--- src/shared/tsap_pkg.sv ---
`default_nettype none
package tsap_pkg;
   localparam int N_REF   = 2;
   localparam int N_OUT   = 2;
   localparam int N_SPARE = 2;
   localparam int DRV     = 10;
   localparam int CNT_W   = 4;
   localparam int OPT_W   = 8;
   localparam int IDX_W   = 1;
   localparam int ADDR_W  = 8;
   localparam logic [CNT_W-1:0] MAX_BAD_DRV = 4'h5;

   localparam int CLK_MHZ       = 25;
   localparam int PHASE_XFER_NS = 2000;
   localparam int PHASE_CYC     = (PHASE_XFER_NS * CLK_MHZ + 999) / 1000;
   localparam int PH_W          = 8;

   localparam logic [ADDR_W-1:0] OFF_CTRL   = 8'h00;
   localparam logic [ADDR_W-1:0] OFF_OPTION = 8'h04;
   localparam logic [ADDR_W-1:0] OFF_STATUS = 8'h08;
   localparam logic [ADDR_W-1:0] OFF_PROT   = 8'h0C;

   localparam logic [31:0] CTRL_RST    = 32'h0000_0006;
   localparam logic [31:0] CTRL_MASK   = 32'h0000_00FF;
   localparam logic [31:0] OPTION_RST  = 32'h0000_0000;
   localparam logic [31:0] OPTION_MASK = 32'h0000_FFFF;
   localparam int CTL_BAT_LSB    = 0;
   localparam int CTL_FUSE_LSB   = 2;
   localparam int CTL_REFCFG_LSB = 4;

   localparam int ST_ALARM_LSB = 0;
   localparam int ST_REF_LSB   = 4;
   localparam int ST_CLK_LSB   = 9;
   localparam int ST_OUT_LSB   = 16;

   localparam logic [1:0] SEV_NONE  = 2'h0;
   localparam logic [1:0] SEV_MINOR = 2'h1;
   localparam logic [1:0] SEV_MAJOR = 2'h2;
   localparam logic [1:0] SEV_CRIT  = 2'h3;
   localparam logic [1:0] RESP_OKAY   = 2'h0;
   localparam logic [1:0] RESP_SLVERR = 2'h2;

   typedef enum logic [1:0] {OS_CLK_A, OS_CLK_B, OS_REF, OS_NONE} tsap_osrc_t;
   typedef enum logic {PH_IDLE, PH_XFER} tsap_phase_t;

   typedef struct packed {
      logic                        aco_button;
      logic                        aco_remote;
      logic                        aco_shelf;
      logic                        mis_fail;
      logic                        power_good;
      logic                        battery_fail;
      logic                        fuse_blown;
      logic [N_REF-1:0]            ref_fail;
      logic [N_REF-1:0]            ref_xfr;
      logic [1:0]                  clk_fail;
      logic [N_OUT-1:0]            out_fail;
      logic [N_OUT-1:0]            out_present;
      logic [N_OUT-1:0][DRV-1:0]   drv_fault;
      logic [N_SPARE-1:0]          spare_present;
      logic                        ctrl_present;
      logic                        panel_arm;
      logic [N_OUT-1:0]            panel_sel;
   } tsap_pins_t;

   typedef struct packed {
      logic critical;
      logic major;
      logic minor;
      logic fail;
      logic alarm_cutoff;
   } tsap_lamps_t;

   localparam int PW = $bits(tsap_pins_t);
endpackage
`default_nettype wire

--- src/tsap_top.sv ---
`timescale 1ns/1ns
`default_nettype none
module tsap_top
   import tsap_pkg::*;
(
   // Clock and reset.
   input  wire logic              aclk,
   input  wire logic              aresetn,
   // AXI4-Lite slave.
   input  wire logic [ADDR_W-1:0] s_axi_awaddr,
   input  wire logic              s_axi_awvalid,
   output logic                   s_axi_awready,
   input  wire logic [31:0]       s_axi_wdata,
   input  wire logic [3:0]        s_axi_wstrb,
   input  wire logic              s_axi_wvalid,
   output logic                   s_axi_wready,
   output logic [1:0]             s_axi_bresp,
   output logic                   s_axi_bvalid,
   input  wire logic              s_axi_bready,
   input  wire logic [ADDR_W-1:0] s_axi_araddr,
   input  wire logic              s_axi_arvalid,
   output logic                   s_axi_arready,
   output logic [31:0]            s_axi_rdata,
   output logic [1:0]             s_axi_rresp,
   output logic                   s_axi_rvalid,
   input  wire logic              s_axi_rready,
   // Shelf status pins.
   input  wire tsap_pins_t        pins,
   // Alarm outputs.
   output tsap_lamps_t            lamps,
   output logic                   audible_alarm,
   output logic [2:0]             relay_energise,
   output logic                   aco_shelf_out,
   // Reference input cards.
   output logic [2*N_REF-1:0]     ref_cfg,
   output logic [N_REF-1:0]       source_online_lamp,
   output logic [N_REF-1:0]       cc_lamp,
   output logic [N_REF-1:0]       ds1_lamp,
   output logic                   phase_xfer,
   output logic [1:0]             clk_src,
   // Clock cards.
   output logic [1:0]             holdover,
   output logic [1:0]             free_run,
   output logic                   active_clk,
   // Output cards.
   output tsap_osrc_t             out_src,
   output logic [N_OUT-1:0]       clk_lamp,
   output logic [N_OUT-1:0]       input_lamp,
   output logic [N_OUT-1:0]       out_fail_lamp,
   output logic [N_OUT-1:0]       out_mute,
   output logic [N_OUT-1:0]       port_alarm_lamp,
   // Protection matrix.
   output logic [N_OUT-1:0]       matrix_relay,
   output logic [N_SPARE-1:0]     spare_online,
   output logic [OPT_W-1:0]       spare_options,
   output logic                   option_copy
);

   logic [PW-1:0]     s1, s2, s3, st, st_d;
   tsap_pins_t        p, pd;
   logic [31:0]       ctrl_reg, option_reg;
   logic [ADDR_W-1:0] waddr_q;
   logic [31:0]       wdata_q;
   logic [3:0]        wstrb_q;
   logic              wr_go;
   logic [31:0]       status_w, prot_w;
   tsap_phase_t       ph_state;
   logic [PH_W-1:0]   ph_cnt;
   logic              online_reg, tgt_online, xfr_edge;
   logic [1:0]        tgt_src, tgt_src_q, had_ref_reg, in_ok;
   logic              tgt_online_q;
   tsap_osrc_t        osrc_next;
   logic [CNT_W-1:0]  cnt [N_OUT];
   logic [N_OUT-1:0]  palarm, trig, sel_edge;
   logic              armed_reg, prot_on, prot_spare, arm_edge;
   logic [IDX_W-1:0]  prot_card, trig_idx, sel_idx;
   logic              spare_pick, spare_avail, sw_go, rel_go;
   logic [IDX_W-1:0]  sw_card;
   logic              crit_c, maj_c, min_c, any_alarm, aco_edge, aco_act;
   logic [1:0]        bat_sev, fuse_sev;

   // Three-stage capture; a bit moves when stages two and three agree.
   always_ff @(posedge aclk) begin
      if (!aresetn) begin
         s1   <= '0;
         s2   <= '0;
         s3   <= '0;
         st   <= '0;
         st_d <= '0;
      end else begin
         s1   <= pins;
         s2   <= s1;
         s3   <= s2;
         st   <= (s2 & ~(s2 ^ s3)) | (st & (s2 ^ s3));
         st_d <= st;
      end
   end
   assign p  = tsap_pins_t'(st);
   assign pd = tsap_pins_t'(st_d);

   function automatic logic [31:0] merge(input logic [31:0] old,
                                         input logic [31:0] nw,
                                         input logic [3:0]  strb);
      logic [31:0] r;
      r = old;
      for (int b = 0; b < 4; b++) begin
         if (strb[b]) begin
            r[8*b +: 8] = nw[8*b +: 8];
         end
      end
      return r;
   endfunction

   // Write channel: address and data taken in either order.
   assign wr_go = !s_axi_awready && !s_axi_wready && !s_axi_bvalid;
   always_ff @(posedge aclk) begin
      if (!aresetn) begin
         s_axi_awready <= 1'b1;
         s_axi_wready  <= 1'b1;
         s_axi_bvalid  <= 1'b0;
         s_axi_bresp   <= RESP_OKAY;
         waddr_q       <= '0;
         wdata_q       <= '0;
         wstrb_q       <= '0;
      end else begin
         if (s_axi_awvalid && s_axi_awready) begin
            waddr_q       <= s_axi_awaddr;
            s_axi_awready <= 1'b0;
         end
         if (s_axi_wvalid && s_axi_wready) begin
            wdata_q      <= s_axi_wdata;
            wstrb_q      <= s_axi_wstrb;
            s_axi_wready <= 1'b0;
         end
         if (wr_go) begin
            s_axi_bvalid <= 1'b1;
            s_axi_bresp  <= (waddr_q[ADDR_W-1:2] == OFF_CTRL[ADDR_W-1:2] ||
                             waddr_q[ADDR_W-1:2] == OFF_OPTION[ADDR_W-1:2])
                            ? RESP_OKAY : RESP_SLVERR;
         end
         if (s_axi_bvalid && s_axi_bready) begin
            s_axi_bvalid  <= 1'b0;
            s_axi_awready <= 1'b1;
            s_axi_wready  <= 1'b1;
         end
      end
   end

   always_ff @(posedge aclk) begin
      if (!aresetn) begin
         ctrl_reg   <= CTRL_RST;
         option_reg <= OPTION_RST;
      end else if (wr_go) begin
         if (waddr_q[ADDR_W-1:2] == OFF_CTRL[ADDR_W-1:2]) begin
            ctrl_reg <= merge(ctrl_reg, wdata_q, wstrb_q) & CTRL_MASK;
         end
         if (waddr_q[ADDR_W-1:2] == OFF_OPTION[ADDR_W-1:2]) begin
            option_reg <= merge(option_reg, wdata_q, wstrb_q) & OPTION_MASK;
         end
      end
   end

   always_comb begin
      status_w = '0;
      status_w[ST_ALARM_LSB +: 4] = {lamps.critical, lamps.major,
                                     lamps.minor, lamps.alarm_cutoff};
      status_w[ST_REF_LSB +: 5]   = {p.ref_fail, online_reg, clk_src};
      status_w[ST_CLK_LSB +: 7]   = {p.clk_fail, holdover, free_run,
                                     active_clk};
      status_w[ST_OUT_LSB +: 2 + N_OUT] = {out_src, palarm};
      prot_w = '0;
      prot_w[3:0] = {armed_reg, prot_spare, prot_card, prot_on};
   end

   // Read channel, answered one cycle after the address is taken.
   always_ff @(posedge aclk) begin
      if (!aresetn) begin
         s_axi_arready <= 1'b1;
         s_axi_rvalid  <= 1'b0;
         s_axi_rdata   <= '0;
         s_axi_rresp   <= RESP_OKAY;
      end else if (s_axi_arvalid && s_axi_arready) begin
         s_axi_arready <= 1'b0;
         s_axi_rvalid  <= 1'b1;
         s_axi_rresp   <= RESP_OKAY;
         unique case (s_axi_araddr[ADDR_W-1:2])
            OFF_CTRL[ADDR_W-1:2]:   s_axi_rdata <= ctrl_reg;
            OFF_OPTION[ADDR_W-1:2]: s_axi_rdata <= option_reg;
            OFF_STATUS[ADDR_W-1:2]: s_axi_rdata <= status_w;
            OFF_PROT[ADDR_W-1:2]:   s_axi_rdata <= prot_w;
            default: begin
               s_axi_rdata <= '0;
               s_axi_rresp <= RESP_SLVERR;
            end
         endcase
      end else if (s_axi_rvalid && s_axi_rready) begin
         s_axi_rvalid  <= 1'b0;
         s_axi_arready <= 1'b1;
      end
   end

   // transfer press or on-line card failure
   assign xfr_edge = |(p.ref_xfr & ~pd.ref_xfr);
   always_comb begin
      tgt_online = online_reg;
      if (xfr_edge) begin
         tgt_online = ~online_reg;
      end
      if (p.ref_fail[online_reg] && !p.ref_fail[~online_reg]) begin
         tgt_online = ~online_reg;
      end
      tgt_src = 2'b10;
      if (p.ref_fail == 2'b01) begin
         tgt_src = 2'b11;
      end
      if (p.ref_fail == 2'b10) begin
         tgt_src = 2'b00;
      end
   end

   always_ff @(posedge aclk) begin
      if (!aresetn) begin
         ph_state     <= PH_IDLE;
         ph_cnt       <= '0;
         online_reg   <= 1'b0;
         clk_src      <= 2'b10;
         tgt_online_q <= 1'b0;
         tgt_src_q    <= 2'b10;
         phase_xfer   <= 1'b0;
      end else begin
         unique case (ph_state)
            PH_IDLE: begin
               if (tgt_online != online_reg || tgt_src != clk_src) begin
                  ph_state     <= PH_XFER;
                  ph_cnt       <= '0;
                  tgt_online_q <= tgt_online;
                  tgt_src_q    <= tgt_src;
                  phase_xfer   <= 1'b1;
               end
            end
            PH_XFER: begin
               ph_cnt <= ph_cnt + 1'b1;
               if (ph_cnt == PH_W'(PHASE_CYC - 1)) begin
                  ph_state   <= PH_IDLE;
                  online_reg <= tgt_online_q;
                  clk_src    <= tgt_src_q;
                  phase_xfer <= 1'b0;
               end
            end
         endcase
      end
   end

   // holdover or free-run per clock card
   assign in_ok[0] = !p.ref_fail[clk_src[0]];
   assign in_ok[1] = !p.ref_fail[clk_src[1]];
   always_ff @(posedge aclk) begin
      if (!aresetn) begin
         had_ref_reg <= '0;
         holdover    <= '0;
         free_run    <= '0;
         active_clk  <= 1'b0;
      end else begin
         had_ref_reg <= had_ref_reg | in_ok;
         holdover    <= ~in_ok & had_ref_reg;
         free_run    <= ~in_ok & ~had_ref_reg;
         if (p.clk_fail[active_clk] && !p.clk_fail[~active_clk]) begin
            active_clk <= ~active_clk;
         end
      end
   end

   always_comb begin
      if (!p.clk_fail[0]) begin
         osrc_next = OS_CLK_A;
      end else if (!p.clk_fail[1]) begin
         osrc_next = OS_CLK_B;
      end else if (p.ref_fail != 2'b11) begin
         osrc_next = OS_REF;
      end else begin
         osrc_next = OS_NONE;
      end
   end

   always_comb begin
      for (int c = 0; c < N_OUT; c++) begin
         cnt[c] = '0;
         for (int d = 0; d < DRV; d++) begin
            cnt[c] = cnt[c] + CNT_W'(p.drv_fault[c][d]);
         end
         palarm[c] = p.out_fail[c] ||
                     (cnt[c] != '0 && cnt[c] <= MAX_BAD_DRV);
         trig[c]   = p.out_fail[c] || !p.out_present[c];
      end
   end

   always_ff @(posedge aclk) begin
      if (!aresetn) begin
         out_src         <= OS_NONE;
         clk_lamp        <= '0;
         input_lamp      <= '0;
         out_fail_lamp   <= '0;
         out_mute        <= '1;
         port_alarm_lamp <= '0;
      end else begin
         out_src         <= osrc_next;
         clk_lamp        <= {N_OUT{osrc_next == OS_CLK_A ||
                                   osrc_next == OS_CLK_B}};
         input_lamp      <= {N_OUT{osrc_next == OS_REF}};
         out_fail_lamp   <= {N_OUT{osrc_next == OS_NONE}};
         out_mute        <= {N_OUT{osrc_next == OS_NONE}};
         port_alarm_lamp <= palarm;
      end
   end

   assign arm_edge = p.panel_arm && !pd.panel_arm;
   assign sel_edge = p.panel_sel & ~pd.panel_sel;
   always_comb begin
      trig_idx = '0;
      sel_idx  = '0;
      for (int c = N_OUT - 1; c >= 0; c--) begin
         if (trig[c]) begin
            trig_idx = IDX_W'(c);
         end
         if (sel_edge[c]) begin
            sel_idx = IDX_W'(c);
         end
      end
      spare_avail = |p.spare_present;
      spare_pick  = !p.spare_present[0];
      sw_go   = 1'b0;
      rel_go  = 1'b0;
      sw_card = trig_idx;
      if (p.ctrl_present) begin
         if (!prot_on) begin
            if (|trig && spare_avail) begin
               sw_go = 1'b1;
            end else if (armed_reg && |sel_edge && spare_avail) begin
               sw_go   = 1'b1;
               sw_card = sel_idx;
            end
         end else if (!p.spare_present[prot_spare] ||
                      (armed_reg && sel_edge[prot_card] &&
                       !trig[prot_card])) begin
            rel_go = 1'b1;
         end
      end
   end

   always_ff @(posedge aclk) begin
      if (!aresetn) begin
         armed_reg     <= 1'b0;
         prot_on       <= 1'b0;
         prot_card     <= '0;
         prot_spare    <= 1'b0;
         matrix_relay  <= '0;
         spare_online  <= '0;
         spare_options <= '0;
         option_copy   <= 1'b0;
      end else begin
         option_copy <= 1'b0;
         if (arm_edge) begin
            armed_reg <= 1'b1;
         end else if (|sel_edge) begin
            armed_reg <= 1'b0;
         end
         if (sw_go) begin
            prot_on                  <= 1'b1;
            prot_card                <= sw_card;
            prot_spare               <= spare_pick;
            matrix_relay             <= '0;
            matrix_relay[sw_card]    <= 1'b1;
            spare_online             <= '0;
            spare_online[spare_pick] <= 1'b1;
            spare_options <= option_reg[OPT_W*sw_card +: OPT_W];
            option_copy   <= 1'b1;
         end else if (rel_go) begin
            prot_on      <= 1'b0;
            matrix_relay <= '0;
            spare_online <= '0;
            option_copy  <= 1'b1;
         end
      end
   end

   assign bat_sev  = p.battery_fail ? ctrl_reg[CTL_BAT_LSB +: 2] : SEV_NONE;
   assign fuse_sev = p.fuse_blown ? ctrl_reg[CTL_FUSE_LSB +: 2] : SEV_NONE;
   assign min_c = |palarm || ^p.ref_fail || ^p.clk_fail ||
                  bat_sev == SEV_MINOR || fuse_sev == SEV_MINOR;
   assign maj_c = &p.clk_fail || &p.ref_fail ||
                  bat_sev == SEV_MAJOR || fuse_sev == SEV_MAJOR;
   assign crit_c = osrc_next == OS_NONE ||
                   bat_sev == SEV_CRIT || fuse_sev == SEV_CRIT;
   assign any_alarm = crit_c || maj_c || min_c;
   assign aco_edge = (p.aco_button && !pd.aco_button) ||
                     (p.aco_remote && !pd.aco_remote) ||
                     (p.aco_shelf && !pd.aco_shelf);

   always_ff @(posedge aclk) begin
      if (!aresetn) begin
         aco_act        <= 1'b0;
         lamps          <= '0;
         audible_alarm  <= 1'b0;
         relay_energise <= '0;
         aco_shelf_out  <= 1'b0;
      end else begin
         if (aco_edge && any_alarm) begin
            aco_act <= 1'b1;
         end else if (!any_alarm) begin
            aco_act <= 1'b0;
         end
         lamps.critical <= crit_c;
         lamps.major    <= maj_c;
         lamps.minor    <= min_c;
         lamps.fail     <= p.mis_fail;
         lamps.alarm_cutoff      <= any_alarm && (aco_act || aco_edge);
         audible_alarm  <= any_alarm && !(aco_act || aco_edge);
         relay_energise <= {3{p.power_good}} & ~{crit_c, maj_c, min_c};
         aco_shelf_out  <= p.aco_button;
      end
   end

   always_ff @(posedge aclk) begin
      if (!aresetn) begin
         ref_cfg            <= '0;
         source_online_lamp <= '0;
         cc_lamp            <= '0;
         ds1_lamp           <= '0;
      end else begin
         ref_cfg <= ctrl_reg[CTL_REFCFG_LSB +: 2*N_REF];
         for (int r = 0; r < N_REF; r++) begin
            cc_lamp[r]  <= !ctrl_reg[CTL_REFCFG_LSB + 2*r] && !p.ref_fail[r];
            ds1_lamp[r] <= ctrl_reg[CTL_REFCFG_LSB + 2*r] && !p.ref_fail[r];
         end
         source_online_lamp <= online_reg ? 2'b10 : 2'b01;
      end
   end

endmodule
`default_nettype wire

--- config.mk ---
export PLATFORM = sky130hd
export DESIGN_NAME = tsap_top
export DESIGN_NICKNAME = d
export VERILOG_FILES = /design/src/shared/tsap_pkg.sv /design/src/tsap_top.sv
export SDC_FILE = /design/constraint.sdc
export NUM_CORES = 1
export LEC_CHECK = 0
export BUFFER_PORTS_ARGS = -buffer_cell sky130_fd_sc_hd__buf_2
export CAP_MARGIN = 20
export CORE_ASPECT_RATIO = 0.7
export CORE_UTILIZATION = 50
export DETAILED_ROUTE_END_ITERATION = 8
export PLACE_DENSITY = 0.78
export SYNTH_ARGS = -nofsm -noshare
export SYNTH_HDL_FRONTEND = slang
export SYNTH_SLANG_ARGS = --single-unit
--- constraint.sdc ---
create_clock -name aclk -period 3.3 [get_ports aclk]
set_input_delay 0.825 -clock aclk [delete_from_list [all_inputs] [get_ports aclk]]
set_output_delay 0.825 -clock aclk [all_outputs]
set_load 0.1 [all_outputs]
==> summary.md <==
| Metric | Value |
|---|---|
| Final Slew Violations | `0` |
| Final net count | `1441` |
| Vias in the first global route | `7707` |
| Arrival time worst endpoint | `3.82 ns` |
| Top post-synthesis cells by area | `dfxtp_1 57%, and2_1 8.0%, nand2_1 4.8%` |
| CP Class | `register to register` |
| CTS tree | `built` |
| Leakage | `5.66 nW` |
| Post-route ant nets | `0` |
| Area grow syn2layout | `19.4%` |
| H-tree levels | `1` |
| Worst setup margin | `-0.145 ns` |
| Clock Sink Count | `323` |
| Post-layout util | `61.7%` |
| Num CTS Buffers | `29` |
| Port Buf Inserts | `159` |
| Area leader, netlist | `dfxtp_1` |
| Syn. warnings | `0` |
| Core Region | `22000 um2` |
| Iteration-0 DRC Markers | `605` |
| Antenna violations before repair | `0` |
| Startpoint Class | `register` |
| Critical Path End Type | `register` |
| DRT Wirelength | `24000 um` |
| Slowest CP cell | `fa_1` |
| Largest net degree at the start of global routing | `149` |
| CTS Hold Bufs | `0` |
| I/O pin total | `196` |
| Clock transition at the registers of the reported paths | `0.06 ns` |
| Gp weighted congestion | `0.876` |
| Worst min path class | `register to register` |
| Unrepaired setup endpoints after global routing | `true` |
| Tmin final | `3.45 ns` |
| Most common library cells after synthesis | `323 x dfxtp_1, 146 x and2_1, 146 x nand2_1` |
| Mapped Avg Cell Area | `9.80 um2` |
| Worst Path Max Fanout | `5` |
| Total grt overflow | `0` |
| Synthesized cell area | `11400 um2` |
| Worst-margin pin slew | `0.985 ns` |
| CP max stage delay | `0.51 ns` |
| Failing checks | `negative setup slack` |
| Die Wd | `182 um` |
| HPWL after DPL | `16700 um` |
| VDD IR max | `0.440 mV` |
| Fin. Hold Viols | `0` |
| Outcome | `complete, but fails checks` |
| WP data required | `3.67 ns` |
| Max Clock Skew | `0.00847 ns` |
| Site Rows | `45` |
| Count leader, synth | `dfxtp_1` |
| Die area | `23400 um2` |
| CTS Buffer Depth | `3` |
| Tcrit/Tclk final | `104%` |
| Buf/Inv on CP | `4` |
| Crit path max-delay family | `adder cells` |
| Drt via density | `5.08` |
| Register area share after synthesis | `56.8%` |
| WL/cell | `14.6 um` |
| Die height | `128 um` |
| Drt drc | `0` |
| GRT Overall Usage | `20.3%` |
| Initial Util | `51.7%` |
| PD cells | `600 nW/um2` |
| Top cell type's share of synthesized area | `56.8%` |
| Yosys cell types | `65` |
| Fmax | `0.290 GHz` |
| Synth Instances | `1162` |
| First-pass GRT wire length | `38500 um` |
| Layout cell share with drive strength beyond 1 | `20.4%` |
| CTS root buf | `clkbuf_16` |
| Most used cell, CP | `fa_1` |
| Relative slew slack | `32.7%` |
| Final setup viols | `7` |
| Worst-Skew Late Latency | `0.53 ns` |
| Post-synth EDFFs | `0` |
| Max Cap Viol | `0` |
| Fillers | `1832` |
| FF+latch count, synth | `323` |
| Setup TNS | `-0.777 ns` |
| Post-CTS setup buffers | `0` |
| # diodes | `0` |
| Via Count | `8347` |
| Worst-path cell chain | `fa_1 > fa_1 > inv_1 > fa_1 > inv_1 > ha_2 > inv_2 > fa_2 > xnor2_2 > nand3_1 > o311ai_2 > buf_4 > and3_4 > a211oi_2` |
| Share of flip-flops with an asynchronous set or reset | `0%` |
| DR pass1 iterations | `5` |
| Synth Flop Type | `dfxtp_1` |
layout by cell type (no fill, tap or decap), drive strengths merged, types with 5 or more instances in the layout:
master,Yosys,final
a221oi,8,8
bufinv,0,6
mux2i,18,18
nor2b,10,10
ha,11,11
clkinv,0,5
and2,148,148
conb,1,14
o22ai,5,5
nand2,146,146
o21ai,96,96
nor3,8,8
clkbuf,43,42
buf,31,184
a22oi,12,12
nand2b,7,7
nor2,41,41
dfxtp,323,323
inv,36,35
a21oi,94,94
and3,20,20
nand3,38,38
fa,12,12
final cells by class:
class | count | area (um2) | share of cell area [%]
Clock buffer | 42 | 845 | 6.22
Clock inverter | 10 | 215 | 1.58
Inverter | 36 | 136 | 1.00
Multi-Input combinational cell | 742 | 4530 | 33.4
Sequential cell | 323 | 6470 | 47.6
Tap cell | 305 | 382 | 2.81
Timing Repair Buffer | 184 | 1000 | 7.38
routing by layer:
layer	vias up	routed length [um]	global-route usage, %	part of all wire, %
li1	4173	-	-	-
met2	256	10200	31.5	43
met4	0	459	4.89	1.9
met5	-	0	0	0
met3	33	1680	3.55	7.0
met1	3885	11600	29.5	48
where the power goes:
group / internal (mW) / switching, mW / leakage, nW
sequential: 4.00 / 0.0485 / 2.64
clock: 2.24 / 1.41 / 0.518
combinational: 0.123 / 0.333 / 2.50
timing repair:
item                       CTS  global route
resized for setup           18             7
setup endpoints to repair    9             9
pin swaps                   14            10
logic make-up (layout without fill, tap and decap cells):
family	count (synthesis)	count (layout)	synth area share [%]
other	1	14	0.0329
buffers and inverters	110	272	4.42
muxes	23	23	2.47
adders and majority gates	23	23	3.32
AOI/OAI and AO/OA	241	241	12.4
DFF	323	323	56.8
and+or+nand+nor	435	435	20.0
xor gates and xnor gates	6	6	0.462
stage by stage:
step	worst slack, ns	instance area, um2	std cells	total power, mW	hold slack (ns)
2_1_floorplan	-0.0987	11400	1175	4.47	0.412
3_3_place_gp	-0.279	12400	1590	4.58	0.417
3_5_place_dp	-0.332	12400	1590	4.58	0.417
4_1_cts	-0.310	13600	1642	8.22	0.432
5_1_grt	-0.315	13600	1642	8.43	0.441
6_report	-0.145	13600	1642	8.16	0.428
worst paths after layout:
check	from	end	slack [ns]	depth (start not counted)
setup / recovery	register	aco_act	-0.15	14
hold / removal	s1[0]	s2[0]	0.43	1
setup reg to reg	register	aco_act	-0.15	14
hold reg to reg	s1[0]	s2[0]	0.43	1
No activity file was read; power rests on OpenSTA's default activity.
